==> src/rtl/bridge_secondary_cfg_defs.vh <==
// Constants of the secondary-side configuration registers of the bridge.
// Assumes byte addresses of configuration dwords; included by bare name.
`ifndef BRIDGE_SECONDARY_CFG_DEFS_VH
`define BRIDGE_SECONDARY_CFG_DEFS_VH

// ****************************************************************
// Dword addresses
// ****************************************************************
`define ADDR_BUS_NUMBERS        8'h18
`define ADDR_IO_AND_STATUS      8'h1C

// ****************************************************************
// Field positions and fixed values
// ****************************************************************
`define LAT_LSB                 24
`define IO_CAP_32BIT            4'h1
`define IO_BASE_LSB             4
`define IO_LIMIT_LSB            12
`define STAT_66MHZ              21
`define STAT_FAST_B2B           23
`define STAT_DATA_PAR           24
`define STAT_DEVSEL_LSB         25
`define DEVSEL_MEDIUM           2'h1
`define STAT_SIG_TABORT         27
`define STAT_RCV_TABORT         28
`define STAT_RCV_MABORT         29
`define STAT_RCV_SERR           30
`define STAT_DET_PERR           31

// ****************************************************************
// Reset values
// ****************************************************************
`define LAT_RESET               8'h00
`define IO_FIELD_RESET          4'h0

`endif

==> src/rtl/w1c_event_bit.v <==
// One sticky status bit that hardware sets and software clears by writing 1.
// Assumes the set and clear strobes are synchronous one-cycle levels.
`timescale 1ns/1ps

module w1c_event_bit (
    input  wire clk,
    input  wire nrst,
    input  wire set_event,
    input  wire clear_req,
    output reg  flag
);

    // ****************************************************************
    // Sticky flag, set wins over a clear in the same cycle
    // ****************************************************************
    always @(posedge clk) begin
        if (!nrst) begin
            flag <= 1'b0;
        end else if (set_event) begin
            flag <= 1'b1;
        end else if (clear_req) begin
            flag <= 1'b0;
        end
    end

endmodule

==> src/rtl/latency_timer.v <==
// Secondary master latency counter.
// Assumes frame_start pulses when the bridge asserts its secondary frame.
`timescale 1ns/1ps

module latency_timer #(
    parameter WIDTH = 8
) (
    input  wire             clk,
    input  wire             nrst,
    input  wire [WIDTH-1:0] preset,
    input  wire             frame_start,
    input  wire             master_active,
    output wire             expired
);

    reg  [WIDTH-1:0] count;
    reg              running;

    // ****************************************************************
    // Count clocks from frame assertion; one-cycle granularity
    // ****************************************************************
    always @(posedge clk) begin
        if (!nrst) begin
            count   <= {WIDTH{1'b0}};
            running <= 1'b0;
        end else if (frame_start) begin
            count   <= preset;
            running <= 1'b1;
        end else if (!master_active) begin
            running <= 1'b0;
        end else if (running && count != {WIDTH{1'b0}}) begin
            count <= count - {{(WIDTH-1){1'b0}}, 1'b1};
        end
    end

    // Zero preset expires at once, so the first data phase ends it
    assign expired = running && (count == {WIDTH{1'b0}});

endmodule

==> src/rtl/bridge_secondary_cfg_regs.v <==
// Secondary latency timer, I/O window low halves and secondary status.
// Assumes a configuration port with dword address, byte enables and
// single-cycle read and write strobes, plus event pulses from the
// secondary bus engine; all inputs synchronous to clk.
`timescale 1ns/1ps
`include "bridge_secondary_cfg_defs.vh"

// Notes on behaviour
// RULE_01 - Eight-bit writable latency timer counts clocks from secondary frame assertion.
// RULE_02 - Timer zero and grant withdrawn ends transfer after first data phase, except MWI.
// RULE_03 - Nonzero timer expired with grant gone ends transfer at next data-phase boundary.
// RULE_04 - I/O base low nibble is read-only and returns 0x1.
// RULE_05 - I/O limit low nibble is read-only and returns 0x1.
// RULE_06 - Writable I/O base gives address bits 15:12; lower bits zero, 4 kB aligned.
// RULE_07 - Writable I/O limit gives address bits 15:12 of window top.
// RULE_08 - Address bits 31:16 of both come from the upper I/O register.
// RULE_09 - Status event bits clear on writing 1; writing 0 leaves them.
// RULE_10 - Status bits 20:16 and 22 read as zero.
// RULE_11 - Status bit 21 follows the 66 MHz capability strap pin.
// RULE_12 - Status bit 23 always reads 1 for fast back-to-back.
// RULE_13 - Bit 24 sets when master, parity error seen, and parity response enabled.
// RULE_14 - Device-select timing field reads binary 01, medium timing.
// RULE_15 - Bit 27 sets when bridge as target signals target abort.
// RULE_16 - Bit 28 sets when bridge as master receives target abort.
// RULE_17 - Bit 29 sets when bridge as initiator receives master abort.
// RULE_18 - Bit 30 sets when secondary system error signal is seen asserted.
// RULE_19 - Bit 31 sets on address or data parity error on secondary side.
module bridge_secondary_cfg_regs #(
    parameter LAT_WIDTH = 8
) (
    input  wire        clk,
    input  wire        nrst,
    // Configuration access port
    input  wire [7:0]  cfg_addr,
    input  wire [3:0]  cfg_byte_en_n,
    input  wire        cfg_write,
    input  wire        cfg_read,
    input  wire [31:0] cfg_wdata,
    output reg  [31:0] cfg_rdata,
    // Upper I/O address halves, held elsewhere
    input  wire [15:0] io_base_upper,
    input  wire [15:0] io_limit_upper,
    // Secondary master sequencing
    input  wire        sec_frame_start,
    input  wire        sec_master_active,
    input  wire        sec_grant,
    input  wire        sec_data_phase_done,
    input  wire        sec_mem_write_inval,
    output wire        sec_master_stop,
    // I/O window decode
    input  wire [31:0] io_addr,
    output wire        io_addr_in_window,
    output wire [31:0] io_window_bottom,
    output wire [31:0] io_window_top,
    // Status events
    input  wire        speed_capability_strap,
    input  wire        secondary_parity_err_n,
    input  wire        primary_parity_err,
    input  wire        parity_response_en,
    input  wire        sec_target_abort_sent,
    input  wire        sec_target_abort_rcvd,
    input  wire        sec_master_abort_rcvd,
    input  wire        secondary_system_err_n,
    input  wire        sec_addr_parity_err,
    input  wire        sec_data_parity_err
);

    reg  [LAT_WIDTH-1:0] secondary_master_latency_timer;
    reg  [3:0]           io_base_field;
    reg  [3:0]           io_limit_field;
    reg                  strap_seen;
    wire                 lat_expired;
    wire [7:0]           io_window_base_low;
    wire [7:0]           io_window_limit_low;
    wire [15:0]          secondary_side_status;
    wire [4:0]           event_set;
    wire [4:0]           event_clear;
    wire [4:0]           event_flag;
    wire                 par_set;
    wire                 par_clear;
    wire                 par_flag;
    wire                 wr_18;
    wire                 wr_1c;

    // ****************************************************************
    // Address and byte-lane decode
    // ****************************************************************
    function lane_write;
        input [7:0] addr;
        input [7:0] target;
        input [3:0] be_n;
        input [1:0] lane;
        begin
            lane_write = (addr == target) && !be_n[lane];
        end
    endfunction

    assign wr_18 = cfg_write && lane_write(cfg_addr, `ADDR_BUS_NUMBERS, cfg_byte_en_n, 2'h3);
    assign wr_1c = cfg_write && (cfg_addr == `ADDR_IO_AND_STATUS);

    // ****************************************************************
    // Writable fields
    // ****************************************************************
    always @(posedge clk) begin
        if (!nrst) begin
            secondary_master_latency_timer <= `LAT_RESET;
            io_base_field                  <= `IO_FIELD_RESET;
            io_limit_field                 <= `IO_FIELD_RESET;
        end else begin
            if (wr_18) begin
                // All timer bits writable [RULE_01]
                secondary_master_latency_timer <= cfg_wdata[`LAT_LSB +: LAT_WIDTH];
            end
            if (wr_1c && !cfg_byte_en_n[0]) begin
                io_base_field <= cfg_wdata[`IO_BASE_LSB +: 4]; // [RULE_06]
            end
            if (wr_1c && !cfg_byte_en_n[1]) begin
                io_limit_field <= cfg_wdata[`IO_LIMIT_LSB +: 4]; // [RULE_07]
            end
        end
    end

    // ****************************************************************
    // Latency timer and master stop
    // ****************************************************************
    latency_timer #(
        .WIDTH (LAT_WIDTH)
    ) u_latency_timer (
        .clk           (clk),
        .nrst          (nrst),
        .preset        (secondary_master_latency_timer),
        .frame_start   (sec_frame_start),
        .master_active (sec_master_active),
        .expired       (lat_expired)
    );

    // Stop at the boundary once expired with grant gone; MWI runs on at zero
    assign sec_master_stop = sec_master_active && lat_expired && !sec_grant
                             && sec_data_phase_done
                             && !(sec_mem_write_inval
                                  && secondary_master_latency_timer == {LAT_WIDTH{1'b0}}); // [RULE_02] [RULE_03]

    // ****************************************************************
    // I/O forwarding window
    // ****************************************************************
    assign io_window_base_low  = {io_base_field, `IO_CAP_32BIT};  // [RULE_04]
    assign io_window_limit_low = {io_limit_field, `IO_CAP_32BIT}; // [RULE_05]
    // Upper halves from the upper I/O registers, 4 kB granularity
    assign io_window_bottom = {io_base_upper, io_base_field, 12'h000};   // [RULE_06] [RULE_08]
    assign io_window_top    = {io_limit_upper, io_limit_field, 12'hFFF}; // [RULE_07] [RULE_08]
    assign io_addr_in_window = (io_addr >= io_window_bottom) && (io_addr <= io_window_top);

    // ****************************************************************
    // Strap sampled on every clock after reset release
    // ****************************************************************
    always @(posedge clk) begin
        if (!nrst) begin
            strap_seen <= 1'b0;
        end else begin
            strap_seen <= speed_capability_strap; // [RULE_11]
        end
    end

    // ****************************************************************
    // Status events
    // ****************************************************************
    assign par_set = sec_master_active && parity_response_en
                     && (!secondary_parity_err_n || primary_parity_err); // [RULE_13]
    assign event_set = {sec_addr_parity_err || sec_data_parity_err, // [RULE_19]
                        !secondary_system_err_n,                    // [RULE_18]
                        sec_master_abort_rcvd,                      // [RULE_17]
                        sec_target_abort_rcvd,                      // [RULE_16]
                        sec_target_abort_sent};                     // [RULE_15]
    // Clear on write of one to the upper lane [RULE_09]
    assign par_clear = wr_1c && !cfg_byte_en_n[3] && cfg_wdata[`STAT_DATA_PAR];
    assign event_clear = (wr_1c && !cfg_byte_en_n[3]) ?
                         cfg_wdata[`STAT_DET_PERR:`STAT_SIG_TABORT] : 5'h00;

    w1c_event_bit u_par_bit (
        .clk       (clk),
        .nrst      (nrst),
        .set_event (par_set),
        .clear_req (par_clear),
        .flag      (par_flag)
    );

    genvar gi;
    generate
        for (gi = 0; gi < 5; gi = gi + 1) begin : g_event
            w1c_event_bit u_bit (
                .clk       (clk),
                .nrst      (nrst),
                .set_event (event_set[gi]),
                .clear_req (event_clear[gi]),
                .flag      (event_flag[gi])
            );
        end
    endgenerate

    // Status word, bits 31:16 of the dword
    assign secondary_side_status = {event_flag,      // 31:27
                                    `DEVSEL_MEDIUM,  // [RULE_14]
                                    par_flag,        // [RULE_13]
                                    1'b1,            // [RULE_12]
                                    1'b0,            // [RULE_10]
                                    strap_seen,      // [RULE_11]
                                    5'h00};          // [RULE_10]

    // ****************************************************************
    // Read data register
    // ****************************************************************
    always @(posedge clk) begin
        if (!nrst) begin
            cfg_rdata <= 32'h00000000;
        end else if (cfg_read) begin
            case (cfg_addr)
                `ADDR_BUS_NUMBERS: begin
                    cfg_rdata <= {secondary_master_latency_timer, 24'h000000};
                end
                `ADDR_IO_AND_STATUS: begin
                    cfg_rdata <= {secondary_side_status, io_window_limit_low,
                                  io_window_base_low};
                end
                default: begin
                    cfg_rdata <= 32'h00000000;
                end
            endcase
        end
    end

endmodule

==> config.mk <==
export PLATFORM = sky130hd
export DESIGN_NAME = bridge_secondary_cfg_regs
export DESIGN_NICKNAME = d
export VERILOG_FILES = /design/src/rtl/w1c_event_bit.v /design/src/rtl/latency_timer.v /design/src/rtl/bridge_secondary_cfg_regs.v
export VERILOG_INCLUDE_DIRS = /design/src /design/src/rtl
export SDC_FILE = /design/constraint.sdc
export NUM_CORES = 1
export LEC_CHECK = 0
export BUFFER_PORTS_ARGS = -buffer_cell sky130_fd_sc_hd__buf_2
export CAP_MARGIN = 20
export CORE_MARGIN = 10
export CORE_UTILIZATION = 40
export DETAILED_ROUTE_END_ITERATION = 6
export GPL_TIMING_DRIVEN = 0
export PLACE_DENSITY = 0.85
export SETUP_SLACK_MARGIN = 0.2
export SYNTH_ARGS = -nofsm -noshare
export SYNTH_HDL_FRONTEND = slang
export SYNTH_SLANG_ARGS = --single-unit
==> constraint.sdc <==
create_clock -name clk -period 1.9 [get_ports clk]
set_input_delay 0.38 -clock clk [delete_from_list [all_inputs] [get_ports clk]]
set_output_delay 0.38 -clock clk [all_outputs]
set_load 0.01 [all_outputs]
Yosys cells after proc, flatten, opt, wreduce, memory -nomap -nowiden:

Index checks and enable logic that the tools add are counted.

* register bits: 64
* bits of input ports: 127
* output and inout bits: 98
* word-level logic and storage cells: 75

* $add $sub $neg: 1
* order comparisons: 2
* equality and inequality tests: 4
* mux-type cells: 19
* reductions and logical operators: 36

Operators with widths (count)
* 32-bit one-hot mux with 2 select lines: 1
* 32-bit >= comparator: 1
* 32-bit less-or-equal comparator: 1
* 8-bit 2-to-1 mux: 3
* 1-bit logical AND: 17
* 8-bit by 5-bit equality test with 1-bit output, second input constant: 2
* 8-bit zero test: 2
* 1-bit 2-to-1 mux: 14
* 2-bit nonzero test: 7
* 8-bit nonzero test: 1
* 8-bit by 1-bit subtractor with 8-bit output, second input constant: 1
* 1-bit zero test: 6
* 5-bit 2-to-1 mux: 1
* 1-bit logical OR: 2
* 2-bit by 1-bit inequality test with 1-bit output, second input constant: 1
* 2-bit inequality test, second input constant: 1
* 2-bit AND reduction: 1

Depth between registers and ports, before layout:

* word-level depth: 6
* depth in mapped cells: 7
* gate-level depth less buffers: 7

By module:

Synthesis repeated with hierarchy kept, for this count alone.

* cells, all modules: 463
* area total of the unflattened synthesis: 3922.5 um^2

By module, submodules not included
* bridge_secondary_cfg_regs: instances 1, cells each 385, area an instance 3155.5 um^2, seq. area each 700.7 um^2
* latency_timer: instances 1, cells each 60, area an instance 519.2 um^2, seq. area each 180.2 um^2
* w1c_event_bit: instances 6, cells each 3, area an instance 41.3 um^2, seq. area each 20.0 um^2

Worst setup path after synthesis:

No wires, ideal clock.

* path type: in2out
* start: input port io_limit_upper[3]
* end: output port io_addr_in_window
* arrival time: 1.719 ns
* required time: 1.520 ns
* slack: -0.199 ns
* cell stages on the path: 7
* path buffers: 0
* cells stage by stage: inv_1 -> ha_1 -> and3_1 -> a221o_1 -> a22oi_1 -> nand3_1 -> a22oi_1

* longest elaborated chain between the ends: 2

Ends and longest elaborated chain
* from (decl): RTL line bridge_secondary_cfg_regs.v:42 `input wire [15:0] io_limit_upper,`
* 32-bit less-or-equal comparator: RTL line bridge_secondary_cfg_regs.v:151 `assign io_addr_in_window = (io_addr >= io_window_bottom) && (io_addr <= io_window_top);`
* 1-bit logical AND: RTL line bridge_secondary_cfg_regs.v:151
* to (decl): RTL line bridge_secondary_cfg_regs.v:52 `output wire io_addr_in_window,`

No other way between the ends.

Worst setup path after layout:

* start: input port io_limit_upper[9]
* end: output port io_addr_in_window

Same word-level chain as after synthesis.

==> results.cfg <==
[outcome]
status = finished, violations left
violations = negative setup slack

[placement]
dp_cells = 788
dpl.hpwl_mm = 11.3
portBuffers = 171
routabilityCongestion = 0.858
place_area_sq_um = 5180

[worst_setup_path]
timing.critical_path.cells = buf_2 -> inv_1 -> ha_1 -> a21oi_2 -> o21ai_1 -> a221oi_2 -> nand3_1 -> a22oi_2 -> buf_2
ff2ff_setup_slack_ns = 0.11
critPathMostFrequentCell = buf_2
worst_ep_required_time_ns = 1.52
r2r-end = u_latency_timer.count[5]
crit_path_max_fanout = 2
arrival_ns = 1.99
slowest_stage = a221oi_2
cpPeakStageDelay_ns = 0.35
r2r-start = u_latency_timer.count[5]
startpoint_type = input port
cp-end-kind = output pin
reg2reg_depth = 5
path_class = input port to output pin

[global_routing]
track_usage_pct = 17.8
overflow = 0
grt_max_degree = 16
antenna_found_initial = 1
grt_pass1_vias = 4130
grt_pass1_wl_mm = 20.8

[timing]
finalHoldViolations = 0
finalWorstSetupSlack_ns = -0.466
max_slew.worst_pin.slew_ns = 0.524
finalCriticalPeriod_ns = 2.37
setup_tns_ns = -0.554
slew_viol_final = 0
holdWs_ns = 0.282
rsz0062_at_grt = true
relSlewSlack_pct = 65.0
finalSetupViolations = 2
fmax_ghz = 0.423
finalCritPeriodShare_pct = 125
finClkSkew_ns = 0.00976

[pwr]
p_leak_nw = 2.79
power_frac_comb_pct = 31.9
power.internal_mw = 1.73
seqPwrFrac_pct = 43.5
cellPowerDensity_nw_per_um2 = 440
switching_share_pct = 30.7
clkPwrFrac_pct = 24.5
p_switching_mw = 0.764
ir_drop_uv = 388

[yosys]
seq_area_frac_synth_pct = 25.9
ys_types = 49
async_flop_share_pct = 0
ys.flop_type = dfxtp_1
synth_cells = 454
synth_area_sq_um = 3870
synth_edf_count = 0
syn_area_per_cell_sq_um = 8.52
ys_warn_count = 0
synth_area_leaders = dfxtp_1 26%, buf_4 14%, ha_1 14%
post-synth-top-count-cell = buf_4
ys_seq_elements = 50
synth_area_leader_cell = dfxtp_1
synth_common_cells = 70 x buf_4, 50 x dfxtp_1, 44 x inv_1
netlist.area_leader.share_pct = 25.9

[final_layout]
final_area_sq_um = 5650
finalNonFillerCells = 811
syn2layout_area_growth_pct = 46.1
final-seq-area_sq_um = 1020
drive_above_1_share_pct = 51.5
diodes = 0
fillCellCount = 795
multiInputGateArea_sq_um = 2610
nNetsFinal = 851

[die]
die_x_um = 118
num_rows = 35
coreArea_sq_um = 9330
initial_utilization_pct = 41.5
die_area_sq_um = 14000
die-height_um = 118
io_pins = 225

[hold_path]
hp-class = input port to register
hold_start = speed_capability_strap
holdPathEnd = strap_seen
whs_path_depth = 2

[cts]
cts_tree = built
htree_levels = 2
cts.clk_slew.worst_paths_ns = 0.09
hold_buffers = 0
clock_latency_ns = 0.30
clock-sinks = 50
cts_buffers = 5
clock-root-buffer = clkbuf_8
clk_path_buf_depth = 2

[run]
cap_violations = 0

[detailed_routing]
viasPerCell = 4.83
drt_wl_total_mm = 13.8
postRouteAntennaNets = 0
vias = 3915
first_pass_iters = 4
post_drt_wl_per_cell_um = 17.0
drcViolationCount = 0
drt-initial-drc-count = 159
==> registers in the layout, indices dropped and copies added (netlist names) <==
| name | cells |
|---|---|
| cfg_rdata | 18 |
| secondary_master_latency_timer | 8 |
| u_latency_timer.count | 8 |
| g_event.u_bit.flag | 5 |
| io_base_field | 4 |
| io_limit_field | 4 |
| strap_seen | 1 |
| u_latency_timer.running | 1 |
| u_par_bit.flag | 1 |
==> critical path, delay by kind of cell <==
| kind | cells | cell delay (ns) |
|---|---|---|
| AO/OA/AOI/OAI | 4 | 0.81 |
| buffers and inverters | 3 | 0.31 |
| adder cells (fa/ha/maj) | 1 | 0.31 |
| AND/OR/NAND/NOR | 1 | 0.17 |
==> cell families (layout without fill, tap and decap cells) <==
logic type	count (synthesis)	count (layout)	synth area share, %
xor+xnor	5	5	1.13
other cells	2	36	0.194
simple gates	128	128	20.7
fa+ha+maj	42	42	13.6
mux	23	23	6.14
flops	50	50	25.9
buf+inv	127	321	19.2
compound gates	77	77	13.2
==> power groups by stage <==
stage | combinational, mW | clock, mW | sequential, mW
global route | 0.873 | 0.657 | 1.09
finish | 0.795 | 0.611 | 1.08
global placement | 0.669 | 0 | 1.10
floorplan | 0.422 | 0 | 1.10
CTS | 0.737 | 0.621 | 1.08
detailed placement | 0.696 | 0 | 1.11
==> what timing repair did <==
| item | CTS | global route |
|---|---|---|
| gates cloned | 0 | 0 |
| pin swaps | 14 | 17 |
| buffers inserted | 9 | 7 |
| endpoints found under the setup margin | 9 | 20 |
| resized for setup | 28 | 37 |
==> worst max-delay path by stage <==
stage,end,start,slack (ns)
floorplan,io_addr_in_window,io_base_upper[6],-0.08
global placement,io_addr_in_window,io_limit_upper[11],-0.48
detailed placement,io_addr_in_window,io_limit_upper[11],-0.50
CTS,io_addr_in_window,io_base_field[1],-0.41
global route,io_addr_in_window,io_limit_upper[9],-0.60
finish,io_addr_in_window,io_limit_upper[9],-0.47
==> final cells by class <==
| class | count | area share [%] |
|---|---|---|
| Timing Repair Buffer | 187 | 17.6 |
| Multi-Input combinational cell | 311 | 46.2 |
| Inverter | 44 | 3.41 |
| Clock buffer | 5 | 1.22 |
| Tap cell | 129 | 2.85 |
| Clock inverter | 2 | 0.243 |
| Sequential cell | 50 | 18.1 |
| Buffer | 83 | 10.4 |
==> placed cells by master, fill, tap and decap left out, types with 3 or more instances in the layout <==
master	count
and2_1	3
buf_2	171
dfxtp_2	11
nor2b_1	42
ha_4	15
nor2_1	3
nand2b_1	11
clkbuf_8	5
and3_1	3
a21o_1	10
mux2i_1	16
nand2_1	15
mux2_2	6
nand4_1	9
dfxtp_1	37
buf_4	88
conb_1	36
a21boi_0	10
ha_1	26
nor4_4	5
nor4_1	4
inv_1	27
nand3_1	9
a21oi_1	26
and4_1	4
clkbuf_1	8
o21ai_0	11
inv_6	3
inv_2	10
inv_4	4
nand3b_1	3
==> per-layer routing <==
layer | GRT usage [%] | vias to the layer above | wire, um
met5 | 0 | - | 13
met4 | 5.49 | 2 | 310
met3 | 4.81 | 32 | 937
met2 | 34.3 | 193 | 7150
met1 | 18.2 | 1783 | 5370
li1 | - | 1905 | -
==> through the flow <==
stage,power [mW],utilization (%),worst slack [ns]
2_1_floorplan,1.52,-,-0.0839
3_3_place_gp,1.77,55.5,-0.482
3_5_place_dp,1.80,55.5,-0.498
4_1_cts,2.44,58.4,-0.406
5_1_grt,2.62,60.6,-0.598
6_report,2.49,60.6,-0.466
(Power assumes the default switching activity.)
